<file path="config.mk">
export PLATFORM = sky130hd
export DESIGN_NAME = ltm_mirror
export DESIGN_NICKNAME = d
export VERILOG_FILES = /design/src/rtl/ltm_pkg.sv /design/src/rtl/ltm_mirror.sv /design/src/rtl/ltm_pin_filter.sv
export SDC_FILE = /design/constraint.sdc
export NUM_CORES = 1
export LEC_CHECK = 0
export ABC_AREA = 1
export BUFFER_PORTS_ARGS = -buffer_cell sky130_fd_sc_hd__buf_2
export CAP_MARGIN = 20
export CORE_MARGIN = 2
export CORE_UTILIZATION = 40
export CTS_CLUSTER_SIZE = 25
export DETAILED_ROUTE_END_ITERATION = 10
export PLACE_DENSITY = 0.65
export SYNTH_ARGS = -nofsm -noshare
export SYNTH_HDL_FRONTEND = slang
export SYNTH_HIERARCHICAL = 1
export SYNTH_SLANG_ARGS = --single-unit
export TNS_END_PERCENT = 30
</file>
<file path="constraint.sdc">
create_clock -name core_clk -period 2.5 [get_ports core_clk]
set_clock_uncertainty 0.2 [all_clocks]
set_input_delay 0.375 -clock core_clk [delete_from_list [all_inputs] [get_ports core_clk]]
set_output_delay 0.375 -clock core_clk [all_outputs]
set_load 0.1 [all_outputs]
</file>
<file path="src/rtl/ltm_pkg.sv">
// Shared constants, field layouts and types of the link test request mirror.
package ltm_pkg;

   // ==========================================================================
   // Management-bus register indexes
   // ==========================================================================
   localparam logic [7:0] IDX_IRQ_VECTOR = 8'h09;
   localparam logic [7:0] IDX_ADJ_LANES01 = 8'h0A;
   localparam logic [7:0] IDX_ADJ_LANES23 = 8'h0B;
   localparam logic [7:0] IDX_TEST_REQUEST = 8'h0C;
   localparam logic [7:0] IDX_TEST_RATE = 8'h0D;
   localparam logic [7:0] IDX_TEST_PARAM_220 = 8'h0E;
   localparam logic [7:0] IDX_COUNT = 8'h14;

   // ==========================================================================
   // Auxiliary channel addresses that the listener mirrors
   // ==========================================================================
   localparam logic [19:0] AUX_CONFIG_REV = 20'h00000;
   localparam logic [19:0] AUX_IRQ_VECTOR = 20'h00201;
   localparam logic [19:0] AUX_ADJ_LANES01 = 20'h00206;
   localparam logic [19:0] AUX_ADJ_LANES23 = 20'h00207;
   localparam logic [19:0] AUX_TEST_REQUEST = 20'h00218;
   localparam logic [19:0] AUX_TEST_RATE = 20'h00219;
   localparam logic [19:0] AUX_TEST_PARAM_220 = 20'h00220;

   // ==========================================================================
   // Field positions, masks, codes and reset values
   // ==========================================================================
   localparam int IRQ_REMOTE_CMD_BIT = 0;
   localparam int IRQ_AUTO_TEST_BIT = 1;
   localparam int IRQ_CONTENT_PROT_BIT = 2;
   localparam int IRQ_MONITOR_CTRL_BIT = 3;
   localparam int IRQ_SINK_SPECIFIC_BIT = 6;
   localparam logic [7:0] IRQ_DEFINED_MASK = 8'h4F;
   localparam int TREQ_LINK_TRAIN_BIT = 0;
   localparam int TREQ_PATTERN_BIT = 1;
   localparam int TREQ_IDENT_READ_BIT = 2;
   localparam int TREQ_PHY_PATTERN_BIT = 3;
   localparam logic [7:0] TREQ_MASK_V10 = 8'h07;
   localparam logic [7:0] TREQ_MASK_V11 = 8'h0F;
   localparam logic [7:0] CONFIG_REV_V11 = 8'h11;
   localparam logic [7:0] RATE_1G62 = 8'h06;
   localparam logic [7:0] RATE_2G70 = 8'h0A;
   localparam logic [7:0] RATE_5G40 = 8'h14;
   localparam logic [7:0] REG_RESET = 8'h00;
   localparam logic [6:0] TARGET_ADDR_BASE = 7'h54;
   localparam logic [3:0] BITS_PER_BYTE = 4'h8;

   // ==========================================================================
   // Types
   // ==========================================================================
   typedef struct packed {
      logic [1:0] emph;
      logic [1:0] swing;
   } ltm_lane_adj_s;

   typedef struct packed {
      logic        valid;
      logic        src_write;
      logic [19:0] addr;
      logic [7:0]  data;
   } ltm_aux_obs_s;

   typedef enum logic [3:0] {
      ST_IDLE,
      ST_ADDR,
      ST_ADDR_ACK,
      ST_WBYTE,
      ST_WBYTE_ACK,
      ST_RBYTE,
      ST_RBYTE_ACK
   } ltm_bus_state_e;

endpackage : ltm_pkg

</file>
<file path="src/rtl/ltm_mirror.sv">
// Link test request mirror: auxiliary listener registers and bus target.
// ==========================================================================
// ==========================================================================
`timescale 1ns/10ps
`default_nettype none

module ltm_mirror (
   // Clock, reset and enable.
   input  wire logic                  core_clk,
   input  wire logic                  arst_n,
   input  wire logic                  clk_en,
   // Observed auxiliary channel traffic from the listener front end.
   input  wire ltm_pkg::ltm_aux_obs_s aux_obs,
   // Management-bus pins and address select strap.
   input  wire logic                  smb_clk_pin,
   input  wire logic                  smb_data_in,
   output var  logic                  smb_data_out,
   output var  logic                  smb_data_oe,
   input  wire logic                  smb_addr_sel,
   // Mirrored state for the redriver datapath.
   output var  logic [7:0]            service_irq_vector,
   output var  ltm_pkg::ltm_lane_adj_s [3:0] lane_adj_req,
   output var  logic [7:0]            sink_test_request,
   output var  logic [7:0]            test_rate_code,
   output var  logic                  test_rate_known
);

   // ==========================================================================
   // Decoding helpers
   // ==========================================================================
   // Reserved test request encodings are masked by configuration version.
   function automatic logic [7:0] treq_mask(input logic [7:0] rev);
      if (rev >= ltm_pkg::CONFIG_REV_V11) begin
         treq_mask = ltm_pkg::TREQ_MASK_V11;
      end else begin
         treq_mask = ltm_pkg::TREQ_MASK_V10;
      end
   endfunction : treq_mask

   // Only the three documented rate codes are known rates.
   function automatic logic rate_is_known(input logic [7:0] code);
      rate_is_known = (code == ltm_pkg::RATE_1G62) ||
                      (code == ltm_pkg::RATE_2G70) ||
                      (code == ltm_pkg::RATE_5G40);
   endfunction : rate_is_known

   // ==========================================================================
   // Pin conditioning
   // ==========================================================================
   logic [2:0] pins_filt;
   logic       scl_f;
   logic       sda_f;
   logic       sel_f;
   logic       scl_prev_q;
   logic       sda_prev_q;

   ltm_pin_filter #(
      .WIDTH(3)
   ) u_pins (
      .core_clk(core_clk),
      .arst_n  (arst_n),
      .clk_en  (clk_en),
      .pin_raw ({smb_addr_sel, smb_data_in, smb_clk_pin}),
      .pin_filt(pins_filt)
   );

   assign scl_f = pins_filt[0];
   assign sda_f = pins_filt[1];
   assign sel_f = pins_filt[2];

   // Previous filtered levels for edge and condition detection.
   always_ff @(posedge core_clk or negedge arst_n) begin
      if (!arst_n) begin
         scl_prev_q <= 1'b1;
         sda_prev_q <= 1'b1;
      end else if (clk_en) begin
         scl_prev_q <= scl_f;
         sda_prev_q <= sda_f;
      end
   end

   logic scl_rise;
   logic scl_fall;
   logic bus_start;
   logic bus_stop;

   // Start and stop are data edges while the clock stays high.
   assign scl_rise  = scl_f && !scl_prev_q;
   assign scl_fall  = !scl_f && scl_prev_q;
   assign bus_start = scl_f && scl_prev_q && !sda_f && sda_prev_q;
   assign bus_stop  = scl_f && scl_prev_q && sda_f && !sda_prev_q;

   // ==========================================================================
   // Auxiliary listener mirror
   // ==========================================================================
   logic [7:0] config_rev_q;
   logic [7:0] test_param_q;
   logic       sink_reply;
   logic       src_write;

   assign sink_reply = aux_obs.valid && !aux_obs.src_write;
   assign src_write  = aux_obs.valid && aux_obs.src_write;

   // Configuration revision decides which test request bits are live.
   always_ff @(posedge core_clk or negedge arst_n) begin
      if (!arst_n) begin
         config_rev_q <= ltm_pkg::REG_RESET;
      end else if (clk_en && sink_reply &&
                   aux_obs.addr == ltm_pkg::AUX_CONFIG_REV) begin
         config_rev_q <= aux_obs.data;
      end
   end

   // Service vector: sink content sets it, source writes of one clear it.
   // Both come through one observation port, so a set and a clear never
   // land in the same cycle.
   always_ff @(posedge core_clk or negedge arst_n) begin
      if (!arst_n) begin
         service_irq_vector <= ltm_pkg::REG_RESET;
      end else if (clk_en && aux_obs.addr == ltm_pkg::AUX_IRQ_VECTOR) begin
         if (sink_reply) begin
            // Bits 0, 1, 2, 3 and 6 follow the sink; the rest stay zero.
            service_irq_vector <= aux_obs.data &
                                  ltm_pkg::IRQ_DEFINED_MASK;
         end else if (src_write) begin
            service_irq_vector <= service_irq_vector & ~aux_obs.data;
         end
      end
   end

   // Adjust requests: one nibble per lane, swing low, pre-emphasis high.
   always_ff @(posedge core_clk or negedge arst_n) begin
      if (!arst_n) begin
         lane_adj_req <= '0;
      end else if (clk_en && sink_reply) begin
         if (aux_obs.addr == ltm_pkg::AUX_ADJ_LANES01) begin
            lane_adj_req[1:0] <= aux_obs.data;
         end else if (aux_obs.addr == ltm_pkg::AUX_ADJ_LANES23) begin
            lane_adj_req[3:2] <= aux_obs.data;
         end
      end
   end

   // Test request, rate code and the parameter byte at test_param_220.
   always_ff @(posedge core_clk or negedge arst_n) begin
      if (!arst_n) begin
         sink_test_request <= ltm_pkg::REG_RESET;
         test_rate_code    <= ltm_pkg::REG_RESET;
         test_param_q      <= ltm_pkg::REG_RESET;
         test_rate_known   <= 1'b0;
      end else if (clk_en && sink_reply) begin
         if (aux_obs.addr == ltm_pkg::AUX_TEST_REQUEST) begin
            // Only training, pattern, identification read and, under 1.1,
            // PHY pattern survive; everything else reads zero.
            sink_test_request <= aux_obs.data &
                                 treq_mask(config_rev_q);
         end else if (aux_obs.addr == ltm_pkg::AUX_TEST_RATE) begin
            test_rate_code  <= aux_obs.data;
            test_rate_known <= rate_is_known(aux_obs.data);
         end else if (aux_obs.addr == ltm_pkg::AUX_TEST_PARAM_220) begin
            test_param_q <= aux_obs.data;
         end
      end
   end

   // ==========================================================================
   // Register read mux by bus index
   // ==========================================================================
   logic [7:0] idx_q;
   logic [7:0] rd_byte;

   // Indexes outside the bank read zero.
   always_comb begin
      rd_byte = ltm_pkg::REG_RESET;
      if (idx_q == ltm_pkg::IDX_IRQ_VECTOR) begin
         rd_byte = service_irq_vector;
      end else if (idx_q == ltm_pkg::IDX_ADJ_LANES01) begin
         rd_byte = lane_adj_req[1:0];
      end else if (idx_q == ltm_pkg::IDX_ADJ_LANES23) begin
         rd_byte = lane_adj_req[3:2];
      end else if (idx_q == ltm_pkg::IDX_TEST_REQUEST) begin
         rd_byte = sink_test_request;
      end else if (idx_q == ltm_pkg::IDX_TEST_RATE) begin
         rd_byte = test_rate_code;
      end else if (idx_q == ltm_pkg::IDX_TEST_PARAM_220) begin
         rd_byte = test_param_q;
      end
   end

   // ==========================================================================
   // Management-bus target
   // ==========================================================================
   ltm_pkg::ltm_bus_state_e state_q;
   logic [7:0]              shift_q;
   logic [3:0]              bit_cnt_q;
   logic [7:0]              wr_cnt_q;
   logic                    rd_dir_q;
   logic                    rd_first_q;
   logic                    master_ack_q;
   logic                    addr_hit;
   logic [7:0]              remain;

   // The low target address bit follows the filtered select strap.
   assign addr_hit = shift_q[7:1] ==
                     {ltm_pkg::TARGET_ADDR_BASE[6:1], sel_f};
   assign remain = (idx_q < ltm_pkg::IDX_COUNT) ?
                   8'(ltm_pkg::IDX_COUNT - idx_q) : 8'h00;

   // Byte framing: bits are sampled on clock rise, the data line changes
   // only on clock fall, so the target never makes a false start or stop.
   always_ff @(posedge core_clk or negedge arst_n) begin
      if (!arst_n) begin
         state_q      <= ltm_pkg::ST_IDLE;
         shift_q      <= 8'h00;
         bit_cnt_q    <= 4'h0;
         wr_cnt_q     <= 8'h00;
         rd_dir_q     <= 1'b0;
         rd_first_q   <= 1'b0;
         master_ack_q <= 1'b0;
         idx_q        <= 8'h00;
         smb_data_out <= 1'b1;
         smb_data_oe  <= 1'b0;
      end else if (clk_en) begin
         if (bus_stop) begin
            state_q     <= ltm_pkg::ST_IDLE;
            smb_data_oe <= 1'b0;
         end else if (bus_start) begin
            // A repeated start keeps the index for the indexed read.
            state_q     <= ltm_pkg::ST_ADDR;
            bit_cnt_q   <= 4'h0;
            smb_data_oe <= 1'b0;
         end else if (scl_rise) begin
            case (state_q)
               ltm_pkg::ST_ADDR, ltm_pkg::ST_WBYTE: begin
                  shift_q   <= {shift_q[6:0], sda_f};
                  bit_cnt_q <= bit_cnt_q + 4'h1;
               end
               ltm_pkg::ST_RBYTE: begin
                  bit_cnt_q <= bit_cnt_q + 4'h1;
               end
               ltm_pkg::ST_RBYTE_ACK: begin
                  master_ack_q <= !sda_f;
               end
               default: begin
               end
            endcase
         end else if (scl_fall) begin
            case (state_q)
               ltm_pkg::ST_ADDR: begin
                  if (bit_cnt_q == ltm_pkg::BITS_PER_BYTE) begin
                     if (addr_hit) begin
                        state_q      <= ltm_pkg::ST_ADDR_ACK;
                        rd_dir_q     <= shift_q[0];
                        smb_data_out <= 1'b0;
                        smb_data_oe  <= 1'b1;
                     end else begin
                        state_q <= ltm_pkg::ST_IDLE;
                     end
                  end
               end
               ltm_pkg::ST_ADDR_ACK: begin
                  bit_cnt_q <= 4'h0;
                  wr_cnt_q  <= 8'h00;
                  if (rd_dir_q) begin
                     // A block read opens with its byte count.
                     state_q      <= ltm_pkg::ST_RBYTE;
                     rd_first_q   <= 1'b1;
                     shift_q      <= remain;
                     smb_data_out <= remain[7];
                     smb_data_oe  <= 1'b1;
                  end else begin
                     state_q     <= ltm_pkg::ST_WBYTE;
                     smb_data_oe <= 1'b0;
                  end
               end
               ltm_pkg::ST_WBYTE: begin
                  if (bit_cnt_q == ltm_pkg::BITS_PER_BYTE) begin
                     state_q      <= ltm_pkg::ST_WBYTE_ACK;
                     smb_data_out <= 1'b0;
                     smb_data_oe  <= 1'b1;
                     // First byte is the command code, i.e. the index.
                     // The count byte is skipped, data bytes only advance the index: the
                     // mirror is owned by the listener, so bus writes never
                     // alter it, and a lone byte after the command has no
                     // effect at all.
                     if (wr_cnt_q == 8'h00) begin
                        idx_q <= shift_q;
                     end else if (wr_cnt_q != 8'h01) begin
                        idx_q <= idx_q + 8'h01;
                     end
                     if (wr_cnt_q != 8'hFF) begin
                        wr_cnt_q <= wr_cnt_q + 8'h01;
                     end
                  end
               end
               ltm_pkg::ST_WBYTE_ACK: begin
                  state_q     <= ltm_pkg::ST_WBYTE;
                  bit_cnt_q   <= 4'h0;
                  smb_data_oe <= 1'b0;
               end
               ltm_pkg::ST_RBYTE: begin
                  if (bit_cnt_q == ltm_pkg::BITS_PER_BYTE) begin
                     state_q     <= ltm_pkg::ST_RBYTE_ACK;
                     smb_data_oe <= 1'b0;
                     if (!rd_first_q) begin
                        idx_q <= idx_q + 8'h01;
                     end
                  end else begin
                     shift_q      <= {shift_q[6:0], 1'b0};
                     smb_data_out <= shift_q[6];
                  end
               end
               ltm_pkg::ST_RBYTE_ACK: begin
                  bit_cnt_q  <= 4'h0;
                  rd_first_q <= 1'b0;
                  if (master_ack_q) begin
                     state_q      <= ltm_pkg::ST_RBYTE;
                     shift_q      <= rd_byte;
                     smb_data_out <= rd_byte[7];
                     smb_data_oe  <= 1'b1;
                  end else begin
                     // Not acknowledged: release and wait for stop.
                     state_q <= ltm_pkg::ST_IDLE;
                  end
               end
               default: begin
               end
            endcase
         end
      end
   end

endmodule : ltm_mirror

`default_nettype wire

</file>
<file path="src/rtl/ltm_pin_filter.sv">
// Three-stage synchroniser and agreement filter for asynchronous pins.
`timescale 1ns/10ps
`default_nettype none

module ltm_pin_filter #(
   parameter int WIDTH = 3
) (
   // Clock, reset and enable.
   input  wire logic             core_clk,
   input  wire logic             arst_n,
   input  wire logic             clk_en,
   // Raw pins and their filtered levels.
   input  wire logic [WIDTH-1:0] pin_raw,
   output var  logic [WIDTH-1:0] pin_filt
);

   if (WIDTH < 1) begin : g_bad_width
      $error("ltm_pin_filter: WIDTH must be at least one");
   end

   // ==========================================================================
   // Per-bit synchroniser
   // ==========================================================================
   for (genvar g = 0; g < WIDTH; g++) begin : g_bit
      logic sync1_q;
      logic sync2_q;
      logic sync3_q;

      // The first stage feeds only the second, so a metastable value never
      // reaches the comparison. The level moves only when stages two and
      // three agree, which also swallows single-sample glitches.
      always_ff @(posedge core_clk or negedge arst_n) begin
         if (!arst_n) begin
            sync1_q     <= 1'b1;
            sync2_q     <= 1'b1;
            sync3_q     <= 1'b1;
            pin_filt[g] <= 1'b1;
         end else if (clk_en) begin
            sync1_q <= pin_raw[g];
            sync2_q <= sync1_q;
            sync3_q <= sync2_q;
            if (sync2_q == sync3_q) begin
               pin_filt[g] <= sync3_q;
            end
         end
      end
   end

endmodule : ltm_pin_filter

`default_nettype wire

</file>
* Word-level counts from Yosys, hierarchy flattened *
Index checks and enable logic that the tools add are counted.

cells by class
  add/subtract/negate cells = 4
  magnitude comparators = 2
  eq/ne operators = 49
  bitwise logic cells = 9
  mux-type cells = 63
  reductions and logical operators = 54

operators by type and width
  kind                    number
  $mux W8                 24
  $eq A20 B10 Y1 const B  6
  $eq A8 B4 Y1 const B    7
  $mux W4                 13
  $pmux W8 S2             2
  $pmux W4 S6             1
  $pmux W8 S3             1
  $logic_not A20 Y1       1
  $ne A4 B4 Y1 const B    5
  $ne A2 B2 Y1 const B    9
  $reduce_and A9 Y1       2
  $add A8 B1 Y8 const B   2
  $and A8 B8 Y8           2
  $mux W1                 16
  $reduce_and A8 Y1       2
  $reduce_and A7 Y1       2
  $eq A4 B3 Y1 const B    3
  $logic_and A1 B1 Y1     12
  $ne A3 B3 Y1 const B    4
  $reduce_and A12 Y1      1
  $reduce_and A2 Y1       6
  $reduce_and A10 Y1      1
  $reduce_and A5 Y1       2
  $reduce_bool A2 Y1      5
  34 further kinds        52

word-level totals
  input bits = 36
  logic and storage cells = 219
  bits in registers = 108
  output and inout port bits = 43

* Longest topological paths before layout *
Gate-level depths: netlist (run 1).

  depth in word-level cells = 11
  mapped depth = 14
  depth with buffers taken out = 14

* Hierarchy *
The synthesis (run 1) kept the hierarchy.

modules (own cells, without submodules)
  module          instances  area each (µm²)  cells each
  ltm_mirror      1          5,476.5          721
  ltm_pin_filter  1          540.5            62

* Worst setup path before layout (run 1) *
No wires, ideal clock.

  path kind = reg-to-reg
  from = register u_pins.pin_filt[0]
  to = register bit_cnt_q[2]
  path slack = 0.445 ns
  data arrival time = 1.736 ns
  stages on the path, launching flop included = 10
  period minus slack after synthesis = 2.055 ns
  path through = dfstp_2 > ha_1 > clkbuf_1 > inv_1 > nand3_1 > o211ai_1 > a21oi_2 > o21ai_0 > nand2_1 > nor2_1

between the ends
  longest elaborated chain between the ends = 5
  elaborated cells on any way between the ends = 15
  those cells by class = eq/ne (1); mux (2); bitwise (1); reduce/logical (11)

RTL lines
  element                                                RTL line                            text
  from (decl)                                            ltm_pin_filter.sv:14                output var logic [WIDTH-1:0] pin_filt
  from (signal, indexed assignment)                      ltm_pin_filter.sv:43                pin_filt[g] <= sync3_q;
  $logic_and A1 B1 Y1                                    ltm_mirror.sv:90, ltm_mirror.sv:91
  $logic_and A1 B1 Y1 (on tied branches) (2 in a row)    ltm_mirror.sv:90, ltm_mirror.sv:91
  $ne A3 B2 Y1 (no source line) (tied with other cells)  n/a
  $reduce_and A5 Y1 (no source line)                     n/a
  to (signal assigned)                                   ltm_mirror.sv:236                   bit_cnt_q <= bit_cnt_q + 4'h1;
  to (signal assigned)                                   ltm_mirror.sv:239                   bit_cnt_q <= bit_cnt_q + 4'h1;
  to (decl)                                              ltm_mirror.sv:195                   logic [3:0] bit_cnt_q;

Parallel ways exist; a longest one is shown, timed or not.
A chain may end at the register's enable or synchronous reset.

* Worst setup path in the final report (run 1) *
  from = register idx_q[0]
  to = register shift_q[3]

between the ends
  longest elaborated chain between the ends = 11
  elaborated cells on any way between the ends = 20
  those cells by class = add/sub (1); order compare (1); eq/ne (6); mux (12)

RTL lines
  element                 RTL line           text
  from (decl)             ltm_mirror.sv:169  logic [7:0] idx_q;
  from (signal assigned)  ltm_mirror.sv:287  idx_q <= shift_q;
  from (signal assigned)  ltm_mirror.sv:289  idx_q <= idx_q + 8'h01;
  from (signal assigned)  ltm_mirror.sv:306  idx_q <= idx_q + 8'h01;
  $eq A8 B4 Y1            ltm_mirror.sv:185  end else if (idx_q == ltm_pkg::IDX_TEST_PARAM_220) begin
  $mux W8                 ltm_mirror.sv:185
  $mux W8                 ltm_mirror.sv:183  end else if (idx_q == ltm_pkg::IDX_TEST_RATE) begin
  $mux W8                 ltm_mirror.sv:181  end else if (idx_q == ltm_pkg::IDX_TEST_REQUEST) begin
  $mux W8                 ltm_mirror.sv:179  end else if (idx_q == ltm_pkg::IDX_ADJ_LANES23) begin
  $mux W8                 ltm_mirror.sv:177  end else if (idx_q == ltm_pkg::IDX_ADJ_LANES01) begin
  $mux W8                 ltm_mirror.sv:175  if (idx_q == ltm_pkg::IDX_IRQ_VECTOR) begin
  $mux W8                 ltm_mirror.sv:316  if (master_ack_q) begin
  $pmux W8 S3 (*)         ltm_mirror.sv:248  case (state_q)
  $mux W8 (*)             ltm_mirror.sv:247  end else if (scl_fall) begin
  $mux W8 (*)             ltm_mirror.sv:232  end else if (scl_rise) begin
  to (signal assigned)    ltm_mirror.sv:235  shift_q <= {shift_q[6:0], sda_f};
  to (signal assigned)    ltm_mirror.sv:268  shift_q <= remain;
  to (signal assigned)    ltm_mirror.sv:318  shift_q <= rd_byte;
  to (decl)               ltm_mirror.sv:194  logic [7:0] shift_q;

Every way passes the cells marked *; elsewhere a longest branch is shown, timed or not. The select of a mux whose other input is x is not followed.

==> metrics.cfg, run 1 <==
[worst_hold_path]
hold_end = u_pins/g_bit[0].sync1_q
hp-class = primary input to flip-flop
min_from = smb_clk_pin
min_delay_path_depth = 3

[critical_path]
reg2reg_depth = 10
critPathSlowestCell = dfrtp_1
critPathLaunchType = flip-flop
rrSetupSlack_ns = 0.23
cp.arrival_ns = 2.35
crit_family = simple AND/OR/NAND/NOR gates
cpPeakStageDelay_ns = 0.47
critPathRequiredTime_ns = 2.58
worstPathMaxFanout = 7
worstReg2RegEnd = shift_q[3]
crit_buf_inv = 1
critPathKind = flip-flop to flip-flop
reg2reg_from = idx_q[0]
cp_cell_sequence = inv_1 -> ha_1 -> o21ai_0 -> nor2_1 -> nor2_1 -> nor3_1 -> nand3b_1 -> nand2_1 -> nand2_1 -> a21oi_2
crit_cells = 10
endpoint_kind = flip-flop

[clock_network]
clock_path_buffers = 2
cts_root_buf = clkbuf_16
insertion_delay_ns = 0.35
cts_buffers = 9
clk_pin_slew_ns = 0.07
cts_tree = yes
cts.sinks = 103
htree_levels = 3

[power]
intPower_mw = 2.84
seq_power_share_pct = 48.5
power_density_nw_per_um2 = 589
power.switching_mw = 1.22
comb_power_share_pct = 16.3
vdd_ir_drop_max_mv = 0.391
clkPwrFrac_pct = 35.2
switching_share_pct = 30.1
power_leakage_nw = 3.50

[placement]
place.gp.congestion = 0.888
place_ws_ns = 0.234
dpl.cell_count = 1033
port_buffers = 74
dp_hpwl_um = 11200

[detailed_routing]
ant_nets = 0
drc = 0
dr_total_vias = 5335
wl_um = 15000
post_drt_wl_per_cell_um = 14.3
drt_iter0_markers = 358
via_per_inst = 5.08
dr.pass1.iters = 5

[cells_and_area]
fin_util_pct = 47.3
drive_gt1_share_pct = 20.0
finalNetCount = 909
syn2layout_area_growth_pct = 14.6
antenna_cells = 0
finalNonFillerCells = 1050

[yosys]
ys_ff_latch = 103
synth_area_per_cell_um2 = 7.68
syn_area_um2 = 6020
ys_types = 50
ys_warn_count = 6
synth_cells = 783
synth-seq-area-share_pct = 43.1

[die]
rows = 44
dieArea_um2 = 16000
core_um2 = 14600
die_x_um = 127
io_pins = 79
die_y_um = 127
start_util_pct = 41.2

[sta]
finalCriticalPeriod_ns = 2.27
hold_viol = 0
tns_ns = 0
setup_ws_ns = 0.235
drv_slew = 0
grt_setup_unrepaired = false
timing.slew.headroom_pct = 53.2
finalCritPeriodShare_pct = 90.6
holdWs_ns = 0.0335
tightest_slew_ns = 0.684
setup-violations-final = 0
fmax_mhz = 441

[outcome]
status = finished clean

[grt]
grt_max_degree = 39
grt_pass1_vias = 5081
grt_antenna_before_repair = 0
grt_pass1_wl_um = 25300
overflow = 0
track_usage_pct = 19.4

[run]
maxCapViolCount = 0

worst max path at each step:
stage | start | end | slack, ns
finish | idx_q[0] | shift_q[3] | 0.23
global route | idx_q[0] | shift_q[2] | 0.03
CTS | idx_q[0] | shift_q[7] | 0.22
detailed placement | idx_q[0] | shift_q[7] | 0.23
global placement | idx_q[0] | shift_q[3] | 0.23
floorplan | u_pins/pin_filt[0] | bit_cnt_q[2] | 0.44
registers in the layout, indices dropped and copies added (netlist names), 3 cells and up:
signal                count
u_pins/g_bit.sync3_q      3
wr_cnt_q                  8
state_q                   3
lane_adj_req             16
idx_q                     8
u_pins/pin_filt           3
u_pins/g_bit.sync2_q      3
test_param_q              8
config_rev_q              8
service_irq_vector        8
test_rate_code            8
bit_cnt_q                 4
u_pins/g_bit.sync1_q      3
shift_q                   8
sink_test_request         4
metrics by stage:
stage	power [mW]	area (um2)
6_report	4.06	6900
5_1_grt	4.28	6900
4_1_cts	4.10	6890
3_5_place_dp	2.66	6580
3_3_place_gp	2.65	6580
2_1_floorplan	2.44	6030
Yosys cell counts, drive strengths merged:
cell / number / area, um2
nand2: 219 / 865
inv: 99 / 377
o21ai: 91 / 463
dfrtp: 88 / 2200
nor2: 64 / 308
a21oi: 53 / 288
nand3: 43 / 230
buf: 18 / 148
nor3: 16 / 101
dfstp: 15 / 394
ha: 12 / 150
nand4: 10 / 68.8
o211ai: 8 / 60.1
o31ai: 8 / 65.1
nor4: 7 / 62.6
xor2: 7 / 61.3
clkbuf: 4 / 15.0
a31oi: 2 / 12.5
clkinv: 2 / 13.8
mux2i: 2 / 20.0
o2111ai: 2 / 17.5
o22ai: 2 / 12.5
or2: 2 / 12.5
xnor2: 2 / 17.5
a2111oi: 1 / 8.76
conb: 1 / 3.75
nand3b: 1 / 7.51
nor3b: 1 / 7.51
o21bai: 1 / 7.51
o221ai: 1 / 8.76
o41ai: 1 / 8.76
metal layers:
metal / up-vias / track usage (%) / routed length, um / part of all wire [%]
li1: 2719 / - / - / -
met4: 0 / 6.53 / 233 / 1.6
met5: - / 0 / 0 / 0
met3: 17 / 2.49 / 548 / 3.7
met2: 123 / 29.9 / 6700 / 45
met1: 2476 / 28.4 / 7530 / 50
final cells by class:
| type | instances | area, um2 |
|---|---|---|
| sequential | 103 | 2600 |
| fill | 1433 | 7690 |
| clock inverter | 5 | 57.6 |
| inverter | 101 | 390 |
| multi-input combinational | 560 | 2890 |
| tap | 184 | 230 |
| timing repair buffer | 86 | 490 |
| clock buffer | 11 | 243 |
worst reg2reg max path, cell delays in order (launching register included):
cell,delay (ns)
dfrtp_1,0.47
inv_1,0.16
ha_1,0.25
o21ai_0,0.17
nor2_1,0.12
nor2_1,0.05
nor3_1,0.39
nand3b_1,0.14
nand2_1,0.09
nand2_1,0.06
a21oi_2,0.11
power groups by stage:
| stage | combinational [mW] | sequential [mW] | clock (mW) |
|---|---|---|---|
| after global routing | 0.758 | 1.99 | 1.53 |
| after floorplan | 0.434 | 2.01 | 0 |
| final | 0.663 | 1.97 | 1.43 |
| after global placement | 0.659 | 1.99 | 0 |
| after detailed placement | 0.664 | 2.00 | 0 |
| after CTS | 0.668 | 1.97 | 1.46 |
kinds of logic after synthesis:
logic type,count (synthesis),synth area share (%)
compound gates,170,15.8
xor+xnor,9,1.31
fa+ha+maj,12,2.50
buf+inv,123,9.19
flops,103,43.1
mux,2,0.333
other cells,1,0.0623
simple gates,363,27.6
layout by cell type (no fill, tap or decap), drive strengths merged:
| cell | n |
|---|---|
| nor4 | 7 |
| inv | 99 |
| nand4 | 10 |
| clkinvlp | 2 |
| dfstp | 15 |
| buf | 85 |
| a31oi | 2 |
| dlygate4sd3 | 1 |
| clkbuf | 11 |
| o211ai | 8 |
| xnor2 | 2 |
| or2 | 2 |
| bufinv | 1 |
| o22ai | 2 |
| o31ai | 8 |
| nor3b | 1 |
| a2111oi | 1 |
| o2111ai | 2 |
| ha | 12 |
| o21bai | 1 |
| dfrtp | 88 |
| o41ai | 1 |
| clkinv | 4 |
| o221ai | 1 |
| nand3 | 43 |
| mux2i | 2 |
| xor2 | 7 |
| nand3b | 1 |
| a21oi | 53 |
| o21ai | 91 |
| nor2 | 64 |
| nor3 | 16 |
| conb | 4 |
| nand2 | 219 |
timing repair:
item                       in CTS  in global routing
setup endpoints to repair       0                  1
setup buffers                   0                  0
hold endpoints to repair       22                  0
hold buffers                    1                  0
resized for setup               0                  2
Power figures use the tool's default switching activity.
==> run 2: changes to the inputs <==
Settings changed: CORE_MARGIN 2 to unset, SYNTH_HIERARCHICAL 1 to unset.
==> metrics.cfg, run 2 <==
[sta]
finalCritPeriodShare_pct = 92.2  ; was 90.6%
drv_slew = 0  ; unchanged
fmax_mhz = 434  ; was 441 MHz
timing.slew.headroom_pct = 62.2  ; was 53.2%
finalCriticalPeriod_ns = 2.31  ; was 2.27 ns
grt_setup_unrepaired = false  ; unchanged
tightest_slew_ns = 0.566  ; was 0.684 ns
tns_ns = 0  ; unchanged
hold_viol = 0  ; unchanged
setup-violations-final = 0  ; unchanged

[power]
power_density_nw_per_um2 = 760  ; was 589 nW/um2
power_leakage_nw = 3.48  ; was 3.50 nW
vdd_ir_drop_max_mv = 0.378  ; was 0.391 mV
finalPower_mw = 5.23  ; was 4.06 mW

[run]
maxCapViolCount = 0  ; unchanged

[grt]
grt_pass1_vias = 4920  ; was 5081
grt_max_degree = 40  ; was 39
overflow = 0  ; unchanged
grt_antenna_before_repair = 0  ; unchanged
grt_pass1_wl_um = 24200  ; was 25300 um
track_usage_pct = 20.7  ; was 19.4%

[detailed_routing]
ant_nets = 0  ; unchanged
post_drt_wl_per_cell_um = 13.9  ; was 14.3 um
wl_met2_um = 6530  ; was 6700 um
dr_total_vias = 5379  ; was 5335
drc = 0  ; unchanged
met3WireLength_um = 704  ; was 548 um
dr.pass1.iters = 5  ; unchanged
top_layer = met4  ; unchanged
wl_um = 14700  ; was 15000 um
drt_iter0_markers = 314  ; was 358
wl_met1_um = 7110  ; was 7530 um
via_per_inst = 5.08  ; about the same

[placement]
place.gp.congestion = 0.893  ; was 0.888
port_buffers = 74  ; unchanged
dp_hpwl_um = 11200  ; about the same

[cells_and_area]
finalNetCount = 921  ; was 909
mostFrequentLayoutCell = nand2_1  ; unchanged
drive_gt1_share_pct = 17.8  ; was 20.0%
mostFrequentLayoutCells = nand2_1, nor2_1, o21ai_0, dfrtp_1, inv_1  ; was nand2_1, dfrtp_1, inv_1, o21ai_0, buf_2
antenna_cells = 0  ; unchanged
syn2layout_area_growth_pct = 16.9  ; was 14.6%
fillers = 1413  ; was 1433
largest_register_ff_count = 16  ; unchanged
regMostFlops = lane_adj_req  ; unchanged

[yosys]
ys.flop_type = dfrtp_1  ; unchanged
synth_area_leaders = dfrtp_1, nand2_1, o21ai_0, nor2_1, dfstp_2  ; was dfrtp_1, nand2_1, o21ai_0, dfstp_2, inv_1
ys_async_sr_fraction_pct = 100  ; unchanged
synth_cells = 787  ; was 783
synth_area_per_cell_um2 = 7.47  ; was 7.68 um2
synth_commonest_cells = nand2_1, nor2_1, o21ai_0  ; was nand2_1, dfrtp_1, inv_1
yosysTopAreaCellShare_pct = 37.4  ; was 36.6%
synth_edf_count = 0  ; unchanged
syn_area_um2 = 5880  ; was 6020 um2
ys_warn_count = 0  ; was 6
ys_types = 45  ; was 50
ys_ff_latch = 103  ; unchanged
synth_most_common_cell = nand2_1  ; unchanged
synth-seq-area-share_pct = 44.1  ; was 43.1%
synth_largest_area_cell = dfrtp_1  ; unchanged

[critical_path]
critPathKind = flip-flop to flip-flop  ; unchanged
critPathLaunchType = flip-flop  ; unchanged
cp.arrival_ns = 2.33  ; was 2.35 ns
endpoint_kind = flip-flop  ; unchanged
reg2reg_depth = 10  ; unchanged
rrSetupSlack_ns = 0.19  ; was 0.23 ns
worstPathMaxFanout = 11  ; was 7
critPathRequiredTime_ns = 2.53  ; was 2.58 ns

[clock_network]
cts_buffers = 9  ; unchanged
clk_pin_slew_ns = 0.07  ; about the same
cts_tree = yes  ; unchanged
cts_root_buf = clkbuf_16  ; unchanged
cts.sinks = 103  ; unchanged
htree_levels = 3  ; unchanged
clock_path_buffers = 2  ; unchanged
insertion_delay_ns = 0.35  ; about the same

[outcome]
status = finished clean  ; unchanged

[worst_hold_path]
min_delay_path_depth = 3  ; unchanged
hp-class = primary input to flip-flop  ; unchanged

[die]
start_util_pct = 41.7  ; was 41.2%
die_x_um = 123  ; was 127 um
die_y_um = 123  ; was 127 um
rows = 43  ; was 44
io_pins = 79  ; unchanged
core_um2 = 14100  ; was 14600 um2
dieArea_um2 = 15200  ; was 16000 um2

-- run 2: cell types whose count changed after synthesis, moves of 6 or more --
cell | before | now
nor2_1 | 51 | 108
nand2_1 | 208 | 181
o21ai_0 | 83 | 92
inv_2 | 11 | 4
nand2_2 | 8 | 1
o211ai_1 | 8 | 1
o21ai_1 | 6 | 0
-- run 2: per-stage QoR --
step           setup WS (ns)  hold WS, ns  cells  instance area (um2)  util, %
2_1_floorplan          0.466       -0.121    790                 5890        -
3_3_place_gp           0.142        0.187   1041                 6530     46.3
3_5_place_dp           0.147        0.185   1041                 6530     46.3
4_1_cts                0.133       0.0236   1058                 6870     48.8
5_1_grt               0.0239       0.0553   1058                 6880     48.8
6_report               0.195       0.0304   1058                 6880     48.8
-- run 2: per-layer routing --
layer,up-vias,track usage [%]
met1,2480,29.5
met2,139,31.0
met3,20,3.37
met5,-,0
li1,2740,-
met4,0,8.96
-- run 2: kinds of logic after synthesis --
group                    after synthesis  share of synthesized area, %
buffers and inverters                113                          8.17
AO/OA/AOI/OAI                        157                          14.1
flip-flops                           103                          44.1
adder cells (fa/ha/maj)               12                          2.55
AND/OR/NAND/NOR                      391                          29.5
other                                  1                        0.0638
multiplexers                           1                         0.170
XOR/XNOR                               9                          1.34
-- run 2: worst paths after layout --
kind / end / from
max reg2reg: idx_q[7] / u_pins.pin_filt[0]
min reg2reg: u_pins.g_bit[1].sync3_q / u_pins.g_bit[1].sync3_q
min in group asynchronous: config_rev_q[5] / arst_n
max: idx_q[7] / u_pins.pin_filt[0]
min: u_pins.g_bit[2].sync1_q / smb_addr_sel
max in group asynchronous: u_pins.g_bit[0].sync3_q / arst_n
-- run 2: layout make-up --
| cell class | count | area, um2 | share of cell area (%) |
|---|---|---|---|
| clock buffer | 11 | 233 | 3.38 |
| inverter | 93 | 350 | 5.09 |
| clock inverter | 5 | 104 | 1.51 |
| sequential | 103 | 2600 | 37.7 |
| tap | 180 | 225 | 3.27 |
| timing repair buffer | 92 | 548 | 7.97 |
| multi-input combinational | 574 | 2820 | 41.0 |
-- run 2: critical path: stages, from the launching register on --
cell and delay, ns:
dfstp_2 0.56, ha_1 0.22, nand3_1 0.16, nand2_2 0.16
clkinv_2 0.12, nand3_2 0.10, nor2_2 0.06, nand2_1 0.24
inv_1 0.16, o211ai_1 0.10, o21ai_0 0.11
-- run 2: report_power, final --
part | total (mW) | internal [mW] | switching (mW)
clock | 1.59 | 0.981 | 0.609
sequential | 2.21 | 1.94 | 0.276
combinational | 1.43 | 0.467 | 0.960
total | 5.23 | 3.38 | 1.84
-- run 2: repair_timing --
item	4_1_cts	5_1_grt
endpoints found under the setup margin	0	4
resized for setup	0	2
hold buffers	1	0
hold endpoints to repair	35	0
buffers inserted	0	0
